`config.mk`:
```
export PLATFORM = sky130hd
export DESIGN_NAME = storage_cells_top
export DESIGN_NICKNAME = d
export VERILOG_FILES = /design/src/hdl/cells_pkg.sv /design/src/hdl/lv_edge.sv /design/src/hdl/cell_out_stage.sv /design/src/hdl/storage_cells_top.sv
export SDC_FILE = /design/constraint.sdc
export NUM_CORES = 1
export LEC_CHECK = 0
export BUFFER_PORTS_ARGS = -buffer_cell sky130_fd_sc_hd__buf_2
export CAP_MARGIN = 20
export CORE_MARGIN = 1
export CORE_UTILIZATION = 55
export CTS_CLUSTER_DIAMETER = 120
export DETAILED_ROUTE_END_ITERATION = 6
export PLACE_DENSITY = 0.8
export SLEW_MARGIN = 10
export SYNTH_ARGS = -nofsm -noshare
export SYNTH_HDL_FRONTEND = slang
export SYNTH_SLANG_ARGS = --single-unit
export TNS_END_PERCENT = 5
```
`constraint.sdc`:
```
create_clock -name core_clk -period 9.2 [get_ports core_clk]
set_input_delay 0.92 -clock core_clk [delete_from_list [all_inputs] [get_ports core_clk]]
set_output_delay 0.92 -clock core_clk [all_outputs]
set_load 0.01 [all_outputs]
```
`src/hdl/cells_pkg.sv`:
```
// Package for the three one-bit storage cells: value coding, timing, register map.
// Assumes a single 25 MHz core clock and a 32-bit Avalon-MM register slave.
package cells_pkg;

    // ----------------------------------------
    // Three-valued logic level
    // ----------------------------------------
    typedef enum logic [1:0] {
        LV_ZERO = 2'b00,
        LV_ONE  = 2'b01,
        LV_UNK  = 2'b10
    } lv_t;

    function automatic lv_t lv_not(input lv_t v);
        case (v)
            LV_ZERO: lv_not = LV_ONE;
            LV_ONE:  lv_not = LV_ZERO;
            default: lv_not = LV_UNK;
        endcase
    endfunction

    // ----------------------------------------
    // Timing
    // ----------------------------------------
    localparam int CLK_PERIOD_PS = 40000;
    localparam int DEF_DELAY_PS  = 1000;
    localparam int MIN_DELAY_PS  = 1;
    localparam int DEF_DELAY_RAW = (DEF_DELAY_PS + CLK_PERIOD_PS - 1) / CLK_PERIOD_PS;
    localparam int MIN_DELAY_RAW = (MIN_DELAY_PS + CLK_PERIOD_PS - 1) / CLK_PERIOD_PS;
    localparam logic [7:0] DEF_DELAY_CYC = 8'((DEF_DELAY_RAW < 1) ? 1 : DEF_DELAY_RAW);
    localparam logic [7:0] MIN_DELAY_CYC = 8'((MIN_DELAY_RAW < 1) ? 1 : MIN_DELAY_RAW);

    // ----------------------------------------
    // Register map (byte addresses)
    // ----------------------------------------
    localparam logic [4:0] TFF_DLY_OFS  = 5'h00;
    localparam logic [4:0] TFF_EDGE_OFS = 5'h04;
    localparam logic [4:0] SR_DLY_OFS   = 5'h08;
    localparam logic [4:0] SR_EDGE_OFS  = 5'h0c;
    localparam logic [4:0] LAT_DLY_OFS  = 5'h10;
    localparam logic [4:0] LAT_EDGE_OFS = 5'h14;
    localparam logic [4:0] STATUS_OFS   = 5'h18;

    // Delay word: main path, set, reset, enable (latch only)
    typedef struct packed {
        logic [7:0] enDly;
        logic [7:0] resetDly;
        logic [7:0] setDly;
        logic [7:0] mainDly;
    } dly_cfg_t;

    // Edge word: fall and rise extra delay
    typedef struct packed {
        logic [7:0] fallDly;
        logic [7:0] riseDly;
    } edge_cfg_t;

    localparam logic [31:0] FF_DLY_MASK  = 32'h00ff_ffff;
    localparam logic [31:0] FF_DLY_RST   = {8'h00, DEF_DELAY_CYC, DEF_DELAY_CYC, DEF_DELAY_CYC};
    localparam logic [31:0] LAT_DLY_RST  = {DEF_DELAY_CYC, DEF_DELAY_CYC, DEF_DELAY_CYC, DEF_DELAY_CYC};
    localparam logic [15:0] EDGE_ZERO    = 16'h0000;
    localparam logic [15:0] SR_EDGE_RST  = {DEF_DELAY_CYC, DEF_DELAY_CYC};

endpackage

```
`src/hdl/lv_edge.sv`:
```
// Rising-edge finder for a group of three-valued inputs.
// Inputs are synchronous to core_clk; a rise is a ZERO to ONE step.
// Each input is carried as the two-bit three-valued code of the package.
`timescale 1ns/100ps
module lv_edge
    import cells_pkg::*;
#(
    parameter int N = 9
) (
    input  wire logic                core_clk,
    input  wire logic [N-1:0][1:0]   sig,
    input  wire logic                rst,
    output logic      [N-1:0]        rise
);

    logic [N-1:0][1:0] prevR;

    always_ff @(posedge core_clk or posedge rst) begin
        if (rst) begin
            prevR <= '0;
        end else begin
            prevR <= sig;
        end
    end

    always_comb begin
        for (int i = 0; i < N; i++) begin
            rise[i] = (prevR[i] == LV_ZERO) && (sig[i] == LV_ONE);
        end
    end

endmodule

```
`src/hdl/cell_out_stage.sv`:
```
// Stored bit and delayed output pair of one storage cell.
// Load pulses come from the cell logic; delays are in core_clk cycles.
`timescale 1ns/100ps
module cell_out_stage
    import cells_pkg::*;
#(
    parameter int INIT_STATE = 0
) (
    input  wire logic        core_clk,
    input  wire logic        rst,
    input  wire logic        load,
    input  wire lv_t         loadVal,
    input  wire logic [7:0]  pathDly,
    input  wire logic [7:0]  riseDly,
    input  wire logic [7:0]  fallDly,
    output lv_t              state,
    output lv_t              q,
    output lv_t              qN,
    output logic             busy
);

    localparam lv_t INIT_LV  = (INIT_STATE >= 2) ? LV_UNK : ((INIT_STATE == 1) ? LV_ONE : LV_ZERO);
    localparam lv_t INIT_LVN = (INIT_STATE >= 2) ? LV_UNK : ((INIT_STATE == 1) ? LV_ZERO : LV_ONE);

    logic [8:0] cntR;
    logic [8:0] total;
    logic [7:0] pathEff;

    // ----------------------------------------
    // Delay sum
    // ----------------------------------------
    assign pathEff = (pathDly < MIN_DELAY_CYC) ? MIN_DELAY_CYC : pathDly;
    assign total   = {1'b0, pathEff} + {1'b0, (loadVal == LV_ONE) ? riseDly : fallDly};  // see RULE_05
    assign busy    = cntR != 9'h000;

    always_ff @(posedge core_clk or posedge rst) begin
        if (rst) begin
            state <= INIT_LV;  // see RULE_06
        end else if (load) begin
            state <= loadVal;
        end
    end

    always_ff @(posedge core_clk or posedge rst) begin
        if (rst) begin
            cntR <= 9'h000;
        end else if (load) begin
            cntR <= (loadVal == LV_UNK) ? 9'h000 : total;  // see RULE_04
        end else if (cntR != 9'h000) begin
            cntR <= cntR - 9'h001;
        end
    end

    always_ff @(posedge core_clk or posedge rst) begin
        if (rst) begin
            q  <= INIT_LV;
            qN <= INIT_LVN;
        end else if (load && loadVal == LV_UNK) begin
            q  <= LV_UNK;
            qN <= LV_UNK;
        end else if (!load && cntR == 9'h001) begin
            q  <= state;
            qN <= lv_not(state);  // see RULE_09
        end
    end
endmodule

```
`src/hdl/storage_cells_top.sv`:
```
// Toggle flip-flop, set/reset flip-flop and data latch with an Avalon-MM delay setup port.
// Cell inputs are three-valued and synchronous to core_clk; clocks of the cells are sampled.
//
// Overview of operation
// RULE_01 - Toggle cell inverts stored bit on each rising edge of its clock input; code inverts only while tffToggle is ONE.
// RULE_02 - Every cell has set and reset acting regardless of clock or enable.
// RULE_03 - Toggle cell: unknown clock, set or reset makes output unknown at once.
// RULE_04 - Flip-flops delay clock, set and reset changes by own settings, default one ns; code default is one core_clk cycle (40 ns).
// RULE_05 - Rise or fall delay, by output direction, adds to the causing path delay.
// RULE_06 - Initial output state per cell is 0, 1 or unknown, default 0.
// RULE_07 - Set/reset flip-flop captures new value on each rising clock edge from requests.
// RULE_08 - Set/reset flip-flop: unknown clock, set or reset makes output unknown at once.
// RULE_09 - Each cell drives true output and its complement.
// RULE_10 - Latch passes data to output while enable is high.
// RULE_11 - Latch holds the last passed value while enable is low.
// RULE_12 - Latch has data, enable, set and reset delays, data delay default one ns; code default is one core_clk cycle (40 ns).
// RULE_13 - Latch: any unknown input gives unknown output, except data while enable low.
// RULE_14 - Set/reset flip-flop: hold, reset gives zero, set gives one, both give unknown.
`timescale 1ns/100ps
module storage_cells_top
    import cells_pkg::*;
#(
    parameter int TFF_INIT = 0,
    parameter int SR_INIT  = 0,
    parameter int LAT_INIT = 0
) (
    input  wire logic        core_clk,
    input  wire logic        rst,
    input  wire logic [4:0]  address,
    input  wire logic        read,
    input  wire logic        write,
    input  wire logic [31:0] writedata,
    input  wire logic [3:0]  byteenable,
    output logic      [31:0] readdata,
    output logic             waitrequest,
    input  wire lv_t         tffToggle,
    input  wire lv_t         tffClk,
    input  wire lv_t         tffSet,
    input  wire lv_t         tffReset,
    output lv_t              tffQ,
    output lv_t              tffQN,
    input  wire lv_t         srSetReq,
    input  wire lv_t         srResetReq,
    input  wire lv_t         srClk,
    input  wire lv_t         srSet,
    input  wire lv_t         srReset,
    output lv_t              srQ,
    output lv_t              srQN,
    input  wire lv_t         latData,
    input  wire lv_t         latEnable,
    input  wire lv_t         latSet,
    input  wire lv_t         latReset,
    output lv_t              latQ,
    output lv_t              latQN
);

    // ----------------------------------------
    // Register slave
    // ----------------------------------------
    logic      ackR;
    logic      wrHit;
    dly_cfg_t  tffDlyR;
    dly_cfg_t  srDlyR;
    dly_cfg_t  latDlyR;
    edge_cfg_t tffEdgeR;
    edge_cfg_t srEdgeR;
    edge_cfg_t latEdgeR;
    logic [2:0] busyVec;

    function automatic logic [31:0] merge(input logic [31:0] old, input logic [31:0] nw, input logic [3:0] be);
        logic [31:0] res;
        res = old;
        for (int b = 0; b < 4; b++) begin
            if (be[b]) begin
                res[8*b +: 8] = nw[8*b +: 8];
            end
        end
        return res;
    endfunction

    assign waitrequest = (read || write) && !ackR;
    assign wrHit       = write && ackR;

    always_ff @(posedge core_clk or posedge rst) begin
        if (rst) begin
            ackR <= 1'b0;
        end else begin
            ackR <= (read || write) && !ackR;
        end
    end

    always_ff @(posedge core_clk or posedge rst) begin
        if (rst) begin
            tffDlyR  <= FF_DLY_RST;
            srDlyR   <= FF_DLY_RST;
            latDlyR  <= LAT_DLY_RST;  // see RULE_12
            tffEdgeR <= EDGE_ZERO;
            srEdgeR  <= SR_EDGE_RST;
            latEdgeR <= EDGE_ZERO;
        end else if (wrHit) begin
            if (address == TFF_DLY_OFS) begin
                tffDlyR <= merge(tffDlyR, writedata, byteenable) & FF_DLY_MASK;
            end else if (address == TFF_EDGE_OFS) begin
                tffEdgeR <= 16'(merge({16'h0000, tffEdgeR}, writedata, byteenable));
            end else if (address == SR_DLY_OFS) begin
                srDlyR <= merge(srDlyR, writedata, byteenable) & FF_DLY_MASK;
            end else if (address == SR_EDGE_OFS) begin
                srEdgeR <= 16'(merge({16'h0000, srEdgeR}, writedata, byteenable));
            end else if (address == LAT_DLY_OFS) begin
                latDlyR <= merge(latDlyR, writedata, byteenable);
            end else if (address == LAT_EDGE_OFS) begin
                latEdgeR <= 16'(merge({16'h0000, latEdgeR}, writedata, byteenable));
            end
        end
    end

    always_ff @(posedge core_clk or posedge rst) begin
        if (rst) begin
            readdata <= 32'h0000_0000;
        end else if (read && !ackR) begin
            if (address == TFF_DLY_OFS) begin
                readdata <= tffDlyR;
            end else if (address == TFF_EDGE_OFS) begin
                readdata <= {16'h0000, tffEdgeR};
            end else if (address == SR_DLY_OFS) begin
                readdata <= srDlyR;
            end else if (address == SR_EDGE_OFS) begin
                readdata <= {16'h0000, srEdgeR};
            end else if (address == LAT_DLY_OFS) begin
                readdata <= latDlyR;
            end else if (address == LAT_EDGE_OFS) begin
                readdata <= {16'h0000, latEdgeR};
            end else if (address == STATUS_OFS) begin
                readdata <= {21'h000000, busyVec, 2'h0, latQ, srQ, tffQ};
            end else begin
                readdata <= 32'h0000_0000;
            end
        end
    end

    // ----------------------------------------
    // Edge detection of cell inputs
    // ----------------------------------------
    logic [8:0] rise;
    logic tClkRise, tSetRise, tRstRise, sClkRise, sSetRise, sRstRise, lEnRise, lSetRise, lRstRise;

    lv_edge #(.N(9)) u_edge (
        .core_clk (core_clk),
        .rst      (rst),
        .sig      ({latReset, latSet, latEnable, srReset, srSet, srClk, tffReset, tffSet, tffClk}),
        .rise     (rise)
    );

    assign {lRstRise, lSetRise, lEnRise, sRstRise, sSetRise, sClkRise, tRstRise, tSetRise, tClkRise} = rise;

    // ----------------------------------------
    // Toggle cell
    // ----------------------------------------
    logic       tLoad;
    lv_t        tVal;
    lv_t        tState;
    logic [7:0] tDly;

    always_comb begin
        tLoad = 1'b0;
        tVal  = tState;
        tDly  = tffDlyR.mainDly;
        if (tffClk == LV_UNK || tffSet == LV_UNK || tffReset == LV_UNK) begin
            tLoad = 1'b1;  // see RULE_03
            tVal  = LV_UNK;
        end else if (tSetRise || tRstRise) begin
            tLoad = 1'b1;  // see RULE_02
            tVal  = (tffSet == LV_ONE && tffReset == LV_ONE) ? LV_UNK : (tSetRise ? LV_ONE : LV_ZERO);
            tDly  = tSetRise ? tffDlyR.setDly : tffDlyR.resetDly;
        end else if (tffSet == LV_ZERO && tffReset == LV_ZERO && tClkRise && tffToggle != LV_ZERO) begin
            tLoad = 1'b1;  // see RULE_01
            tVal  = (tffToggle == LV_UNK) ? LV_UNK : lv_not(tState);
        end
    end

    cell_out_stage #(.INIT_STATE(TFF_INIT)) u_tff (
        .core_clk (core_clk),
        .rst      (rst),
        .load     (tLoad),
        .loadVal  (tVal),
        .pathDly  (tDly),
        .riseDly  (tffEdgeR.riseDly),
        .fallDly  (tffEdgeR.fallDly),
        .state    (tState),
        .q        (tffQ),
        .qN       (tffQN),
        .busy     (busyVec[0])
    );

    // ----------------------------------------
    // Set/reset flip-flop
    // ----------------------------------------
    logic       sLoad;
    lv_t        sVal;
    lv_t        sState;
    logic [7:0] sDly;

    always_comb begin
        sLoad = 1'b0;
        sVal  = sState;
        sDly  = srDlyR.mainDly;
        if (srClk == LV_UNK || srSet == LV_UNK || srReset == LV_UNK) begin
            sLoad = 1'b1;  // see RULE_08
            sVal  = LV_UNK;
        end else if (sSetRise || sRstRise) begin
            sLoad = 1'b1;  // see RULE_02
            sVal  = (srSet == LV_ONE && srReset == LV_ONE) ? LV_UNK : (sSetRise ? LV_ONE : LV_ZERO);
            sDly  = sSetRise ? srDlyR.setDly : srDlyR.resetDly;
        end else if (srSet == LV_ZERO && srReset == LV_ZERO && sClkRise) begin
            sLoad = 1'b1;  // see RULE_07
            if (srSetReq == LV_UNK || srResetReq == LV_UNK) begin
                sVal = LV_UNK;
            end else begin
                case ({srSetReq == LV_ONE, srResetReq == LV_ONE})  // see RULE_14
                    2'b00:   sVal = sState;
                    2'b01:   sVal = LV_ZERO;
                    2'b10:   sVal = LV_ONE;
                    default: sVal = LV_UNK;
                endcase
            end
        end
    end

    cell_out_stage #(.INIT_STATE(SR_INIT)) u_srff (
        .core_clk (core_clk),
        .rst      (rst),
        .load     (sLoad),
        .loadVal  (sVal),
        .pathDly  (sDly),
        .riseDly  (srEdgeR.riseDly),
        .fallDly  (srEdgeR.fallDly),
        .state    (sState),
        .q        (srQ),
        .qN       (srQN),
        .busy     (busyVec[1])
    );

    // ----------------------------------------
    // Data latch
    // ----------------------------------------
    logic       lLoad;
    lv_t        lVal;
    lv_t        lState;
    logic [7:0] lDly;

    always_comb begin
        lLoad = 1'b0;  // see RULE_11
        lVal  = lState;
        lDly  = latDlyR.mainDly;
        if (latEnable == LV_UNK || latSet == LV_UNK || latReset == LV_UNK ||
            (latEnable == LV_ONE && latData == LV_UNK)) begin
            lLoad = 1'b1;  // see RULE_13
            lVal  = LV_UNK;
        end else if (lSetRise || lRstRise) begin
            lLoad = 1'b1;  // see RULE_02
            lVal  = (latSet == LV_ONE && latReset == LV_ONE) ? LV_UNK : (lSetRise ? LV_ONE : LV_ZERO);
            lDly  = lSetRise ? latDlyR.setDly : latDlyR.resetDly;
        end else if (latSet == LV_ZERO && latReset == LV_ZERO && latEnable == LV_ONE && latData != lState) begin
            lLoad = 1'b1;  // see RULE_10
            lVal  = latData;
            lDly  = lEnRise ? latDlyR.enDly : latDlyR.mainDly;  // see RULE_12
        end
    end

    cell_out_stage #(.INIT_STATE(LAT_INIT)) u_latch (
        .core_clk (core_clk),
        .rst      (rst),
        .load     (lLoad),
        .loadVal  (lVal),
        .pathDly  (lDly),
        .riseDly  (latEdgeR.riseDly),
        .fallDly  (latEdgeR.fallDly),
        .state    (lState),
        .q        (latQ),
        .qN       (latQN),
        .busy     (busyVec[2])
    );
endmodule

```
==> flow_summary_export.csv <==
group,metric,value,unit
die,io_pins,116,
synth,synth_most_common_cell,"dfrtp_1",
final_layout,syn_to_final_growth,13.13,%
final_layout,postLayoutCoreUtil,63.28,%
worst_hold_path,hp-class,"in2async",
synth,synthesis.nets,1198,
clock_network,clk_path_buf_depth,3,
synth,synth-seq-area-share,47.83,%
synth,netlist_area,11760,um2
drt,via_per_inst,6.334,
power,peakVddDrop,0.1090,mV
timing,setup_viol,0,
power,power_density,205.3,nW/um2
power,p_leak,6.210,nW
clock_network,clock_latency,0.51,ns
clock_network,cts_resized,0,
die,die_w,148.2,um
synth,syn_inst,1093,
placed_design,place_area,12550,um2
timing,slew_headroom,30.97,%
synth,synth_top_cell_by_area,"dfrtp_1",
critical_path,reg2reg_depth,15,
synth,synth_edf_count,0,
synth,synth_area_per_cell,10.76,um2
drt,num_vias,9457,
timing,worstMarginPinSlew,1.033,ns
critical_path,cp.required,9.61,ns
drt,wire_per_inst,22.32,um
placed_design,dpl.hpwl,24620,um
critical_path,cp-endpoint,"u_srff.cntR[6]",
critical_path,startpoint,"srSet[1]",
run,drv_cap,0,
critical_path,cp-start-kind,"input pin",
drt,drtPass1Iterations,6,
clock_network,cts_buffers,23,
synth,ys_seq_elements,224,
synth,yosys-top-cells-area,"dfrtp_1 (44%), mux2_2 (15%), dfstp_2 (3.4%)",
clock_network,post_cts_buffers,0,
timing,hold_slack,0.3744,ns
global_route,top_usage_layer,"met2",
drt,wirelength,33330,um
power,finalPower,2.731,mW
final_layout,final_area,13300,um2
global_route,grtUsageMet3,7.117,%
final_layout,num-nets-final,1306,
final_layout,final_cells,1493,
synth,synth.distinct_cells,77,
timing,layout_setup_ws,4.490,ns
timing,timing.fmax,212.3,MHz
placed_design,routabilityCongestion,0.9749,
final_layout,fill_cells,1641,
critical_path,reg2reg_slack,4.68,ns
clock_network,ctsHoldBuffers,0,
timing,fin_crit_sh,51.19,%
die,initial_core_util,55.94,%
critical_path,end_kind,"flop",
synth,async_flop_share,100.0,%
synth,ys_top_cells_by_count,"dfrtp_1 (209), mux2_2 (153), nand2_1 (99)",
die,die_area,21970,um2
clock_network,htree_levels,1,
critical_path,critPathArrivalTime,5.12,ns
critical_path,path_class,"in2reg",
timing,finalSetupTns,0,ns
global_route,grt_max_degree,150,
die,rows,53,
clock_network,cts_tree,"built",
critical_path,r2r-start,"u_edge.prevR[9]",
critical_path,reg2reg_to,"u_srff.cntR[6]",
die,chipHeight,148.2,um
global_route,grt_usage,30.57,%
placed_design,dpl.cell_count,1450,
global_route,grt_pass1_wl,51410,um
critical_path,crit_path_max_fanout,12,
placed_design,io_buffer_count,115,
drt,drtIter0Drc,1159,
global_route,antenna_found_initial,3,
timing,skew,0.007648,ns
timing,report.final.slew_viol_count,0,
global_route,use_met2,46.17,%
final_layout,multiInputGateArea,5821,um2
drt,drc_errors,0,
global_route,overflow,0,
synth,yosysTopAreaCellShare,44.48,%
run_status,status,"complete, no violations",
global_route,grt_pass1_vias,9123,
timing,rsz0062_at_grt,"false",
final_layout,layout.area.seq,5624,um2
final_layout,layout-drive-gt1-share,28.87,%
clock_network,path_clk_slew,0.06,ns
timing,timing_hold_violations_final,0,
timing,min_period,4.710,ns
die,core,21020,um2
clock_network,root_buffer,"clkbuf_16",
synth,ys.flop_type,"dfrtp_1",
placed_design,pre_cts_ws,4.226,ns
global_route,grtUsageMet1,42.43,%
drt,ant_nets,0,
synth,yosys_warnings,0,
clock_network,clkSinkCount,224,
where the power goes:
part	switching (mW)	leakage, nW	internal, mW	total (mW)
Clock	0.388	0.358	0.518	0.906
Combinational	0.351	2.96	0.266	0.617
Sequential	0.111	2.89	1.10	1.21
sequential cells by signal (all words and copies together), names as in the netlist:
register and count:
u_latch.cntR 9, u_tff.qN 2, u_srff.q 2, u_edge.prevR 18, srDlyR 24, ackR 1, srEdgeR 16, u_latch.qN 2
u_tff.cntR 9, u_srff.state 2, u_tff.state 2, latEdgeR 16, tffEdgeR 16, u_srff.qN 2, u_srff.cntR 9, u_latch.state 2
latDlyR 32, u_latch.q 2, u_tff.q 2, tffDlyR 24, readdata 32
worst max-delay path, cell delays in order:
cell and delay [ns]:
buf_2 0.13, nor4b_2 0.90, nor2_1 0.34, a22oi_1 0.36
o2bb2ai_1 0.16, or4_1 0.50, o41ai_1 0.39, ha_1 0.28
fa_1 0.21, a21oi_1 0.07, o21bai_1 0.21, nand2_1 0.14
nand2b_1 0.09, a21oi_1 0.08, xor2_1 0.15, o31ai_1 0.22
cell families after synthesis:
group	share of synthesized area, %
simple gates	12.23
compound gates	15.25
flops	47.83
mux	15.59
buf+inv	2.692
xor+xnor	2.607
fa+ha+maj	3.809
placed cells by master (no fill, tap or decap), drive strengths merged, types with 5 or more instances in the layout:
cell type	n
dfrtp	209
mux2	153
buf	120
nand2	100
nor2	91
o21ai	65
a21oi	40
inv	39
o22ai	36
ha	31
clkbuf	30
nor3	23
xnor2	22
nand2b	18
a22oi	16
dfstp	15
nand3	13
xor2	13
a222oi	13
a31oi	13
mux2i	11
nor2b	11
a21o	9
a41oi	9
a22o	8
clkinv	7
nor4	6
or3	5
nand4	5
or4b	5
routing by layer:
| metal | vias up | wire length [um] |
|---|---|---|
| li1 | 4242 | - |
| met1 | 4634 | 13940 |
| met2 | 496 | 14750 |
| met3 | 85 | 3174 |
| met4 | 0 | 1452 |
| met5 | - | 0 |
area by class of cell:
type / count / area share [%]
multi-input combinational: 793 / 43.75
sequential: 224 / 42.28
inverter: 39 / 1.157
timing repair buffer: 120 / 4.759
antenna: 2 / 0.03762
clock buffer: 30 / 4.825
clock inverter: 10 / 0.6020
tap: 275 / 2.587
worst min-delay path by stage:
| stage | from | slack, ns | cells after the start | end |
|---|---|---|---|---|
| 3_3_place_gp | readdata[30] | 0.46 | 2 | readdata[30] |
| 5_1_grt | rst | 0.41 | 2 | u_srff.cntR[0] |
| 4_1_cts | readdata[24] | 0.48 | 2 | readdata[24] |
| 3_5_place_dp | readdata[24] | 0.47 | 2 | readdata[24] |
| 2_1_floorplan | tffEdgeR[6] | 0.49 | 1 | tffEdgeR[6] |
| 6_report | rst | 0.37 | 2 | u_srff.cntR[4] |
Note: power is estimated with default switching activity, not from simulation.
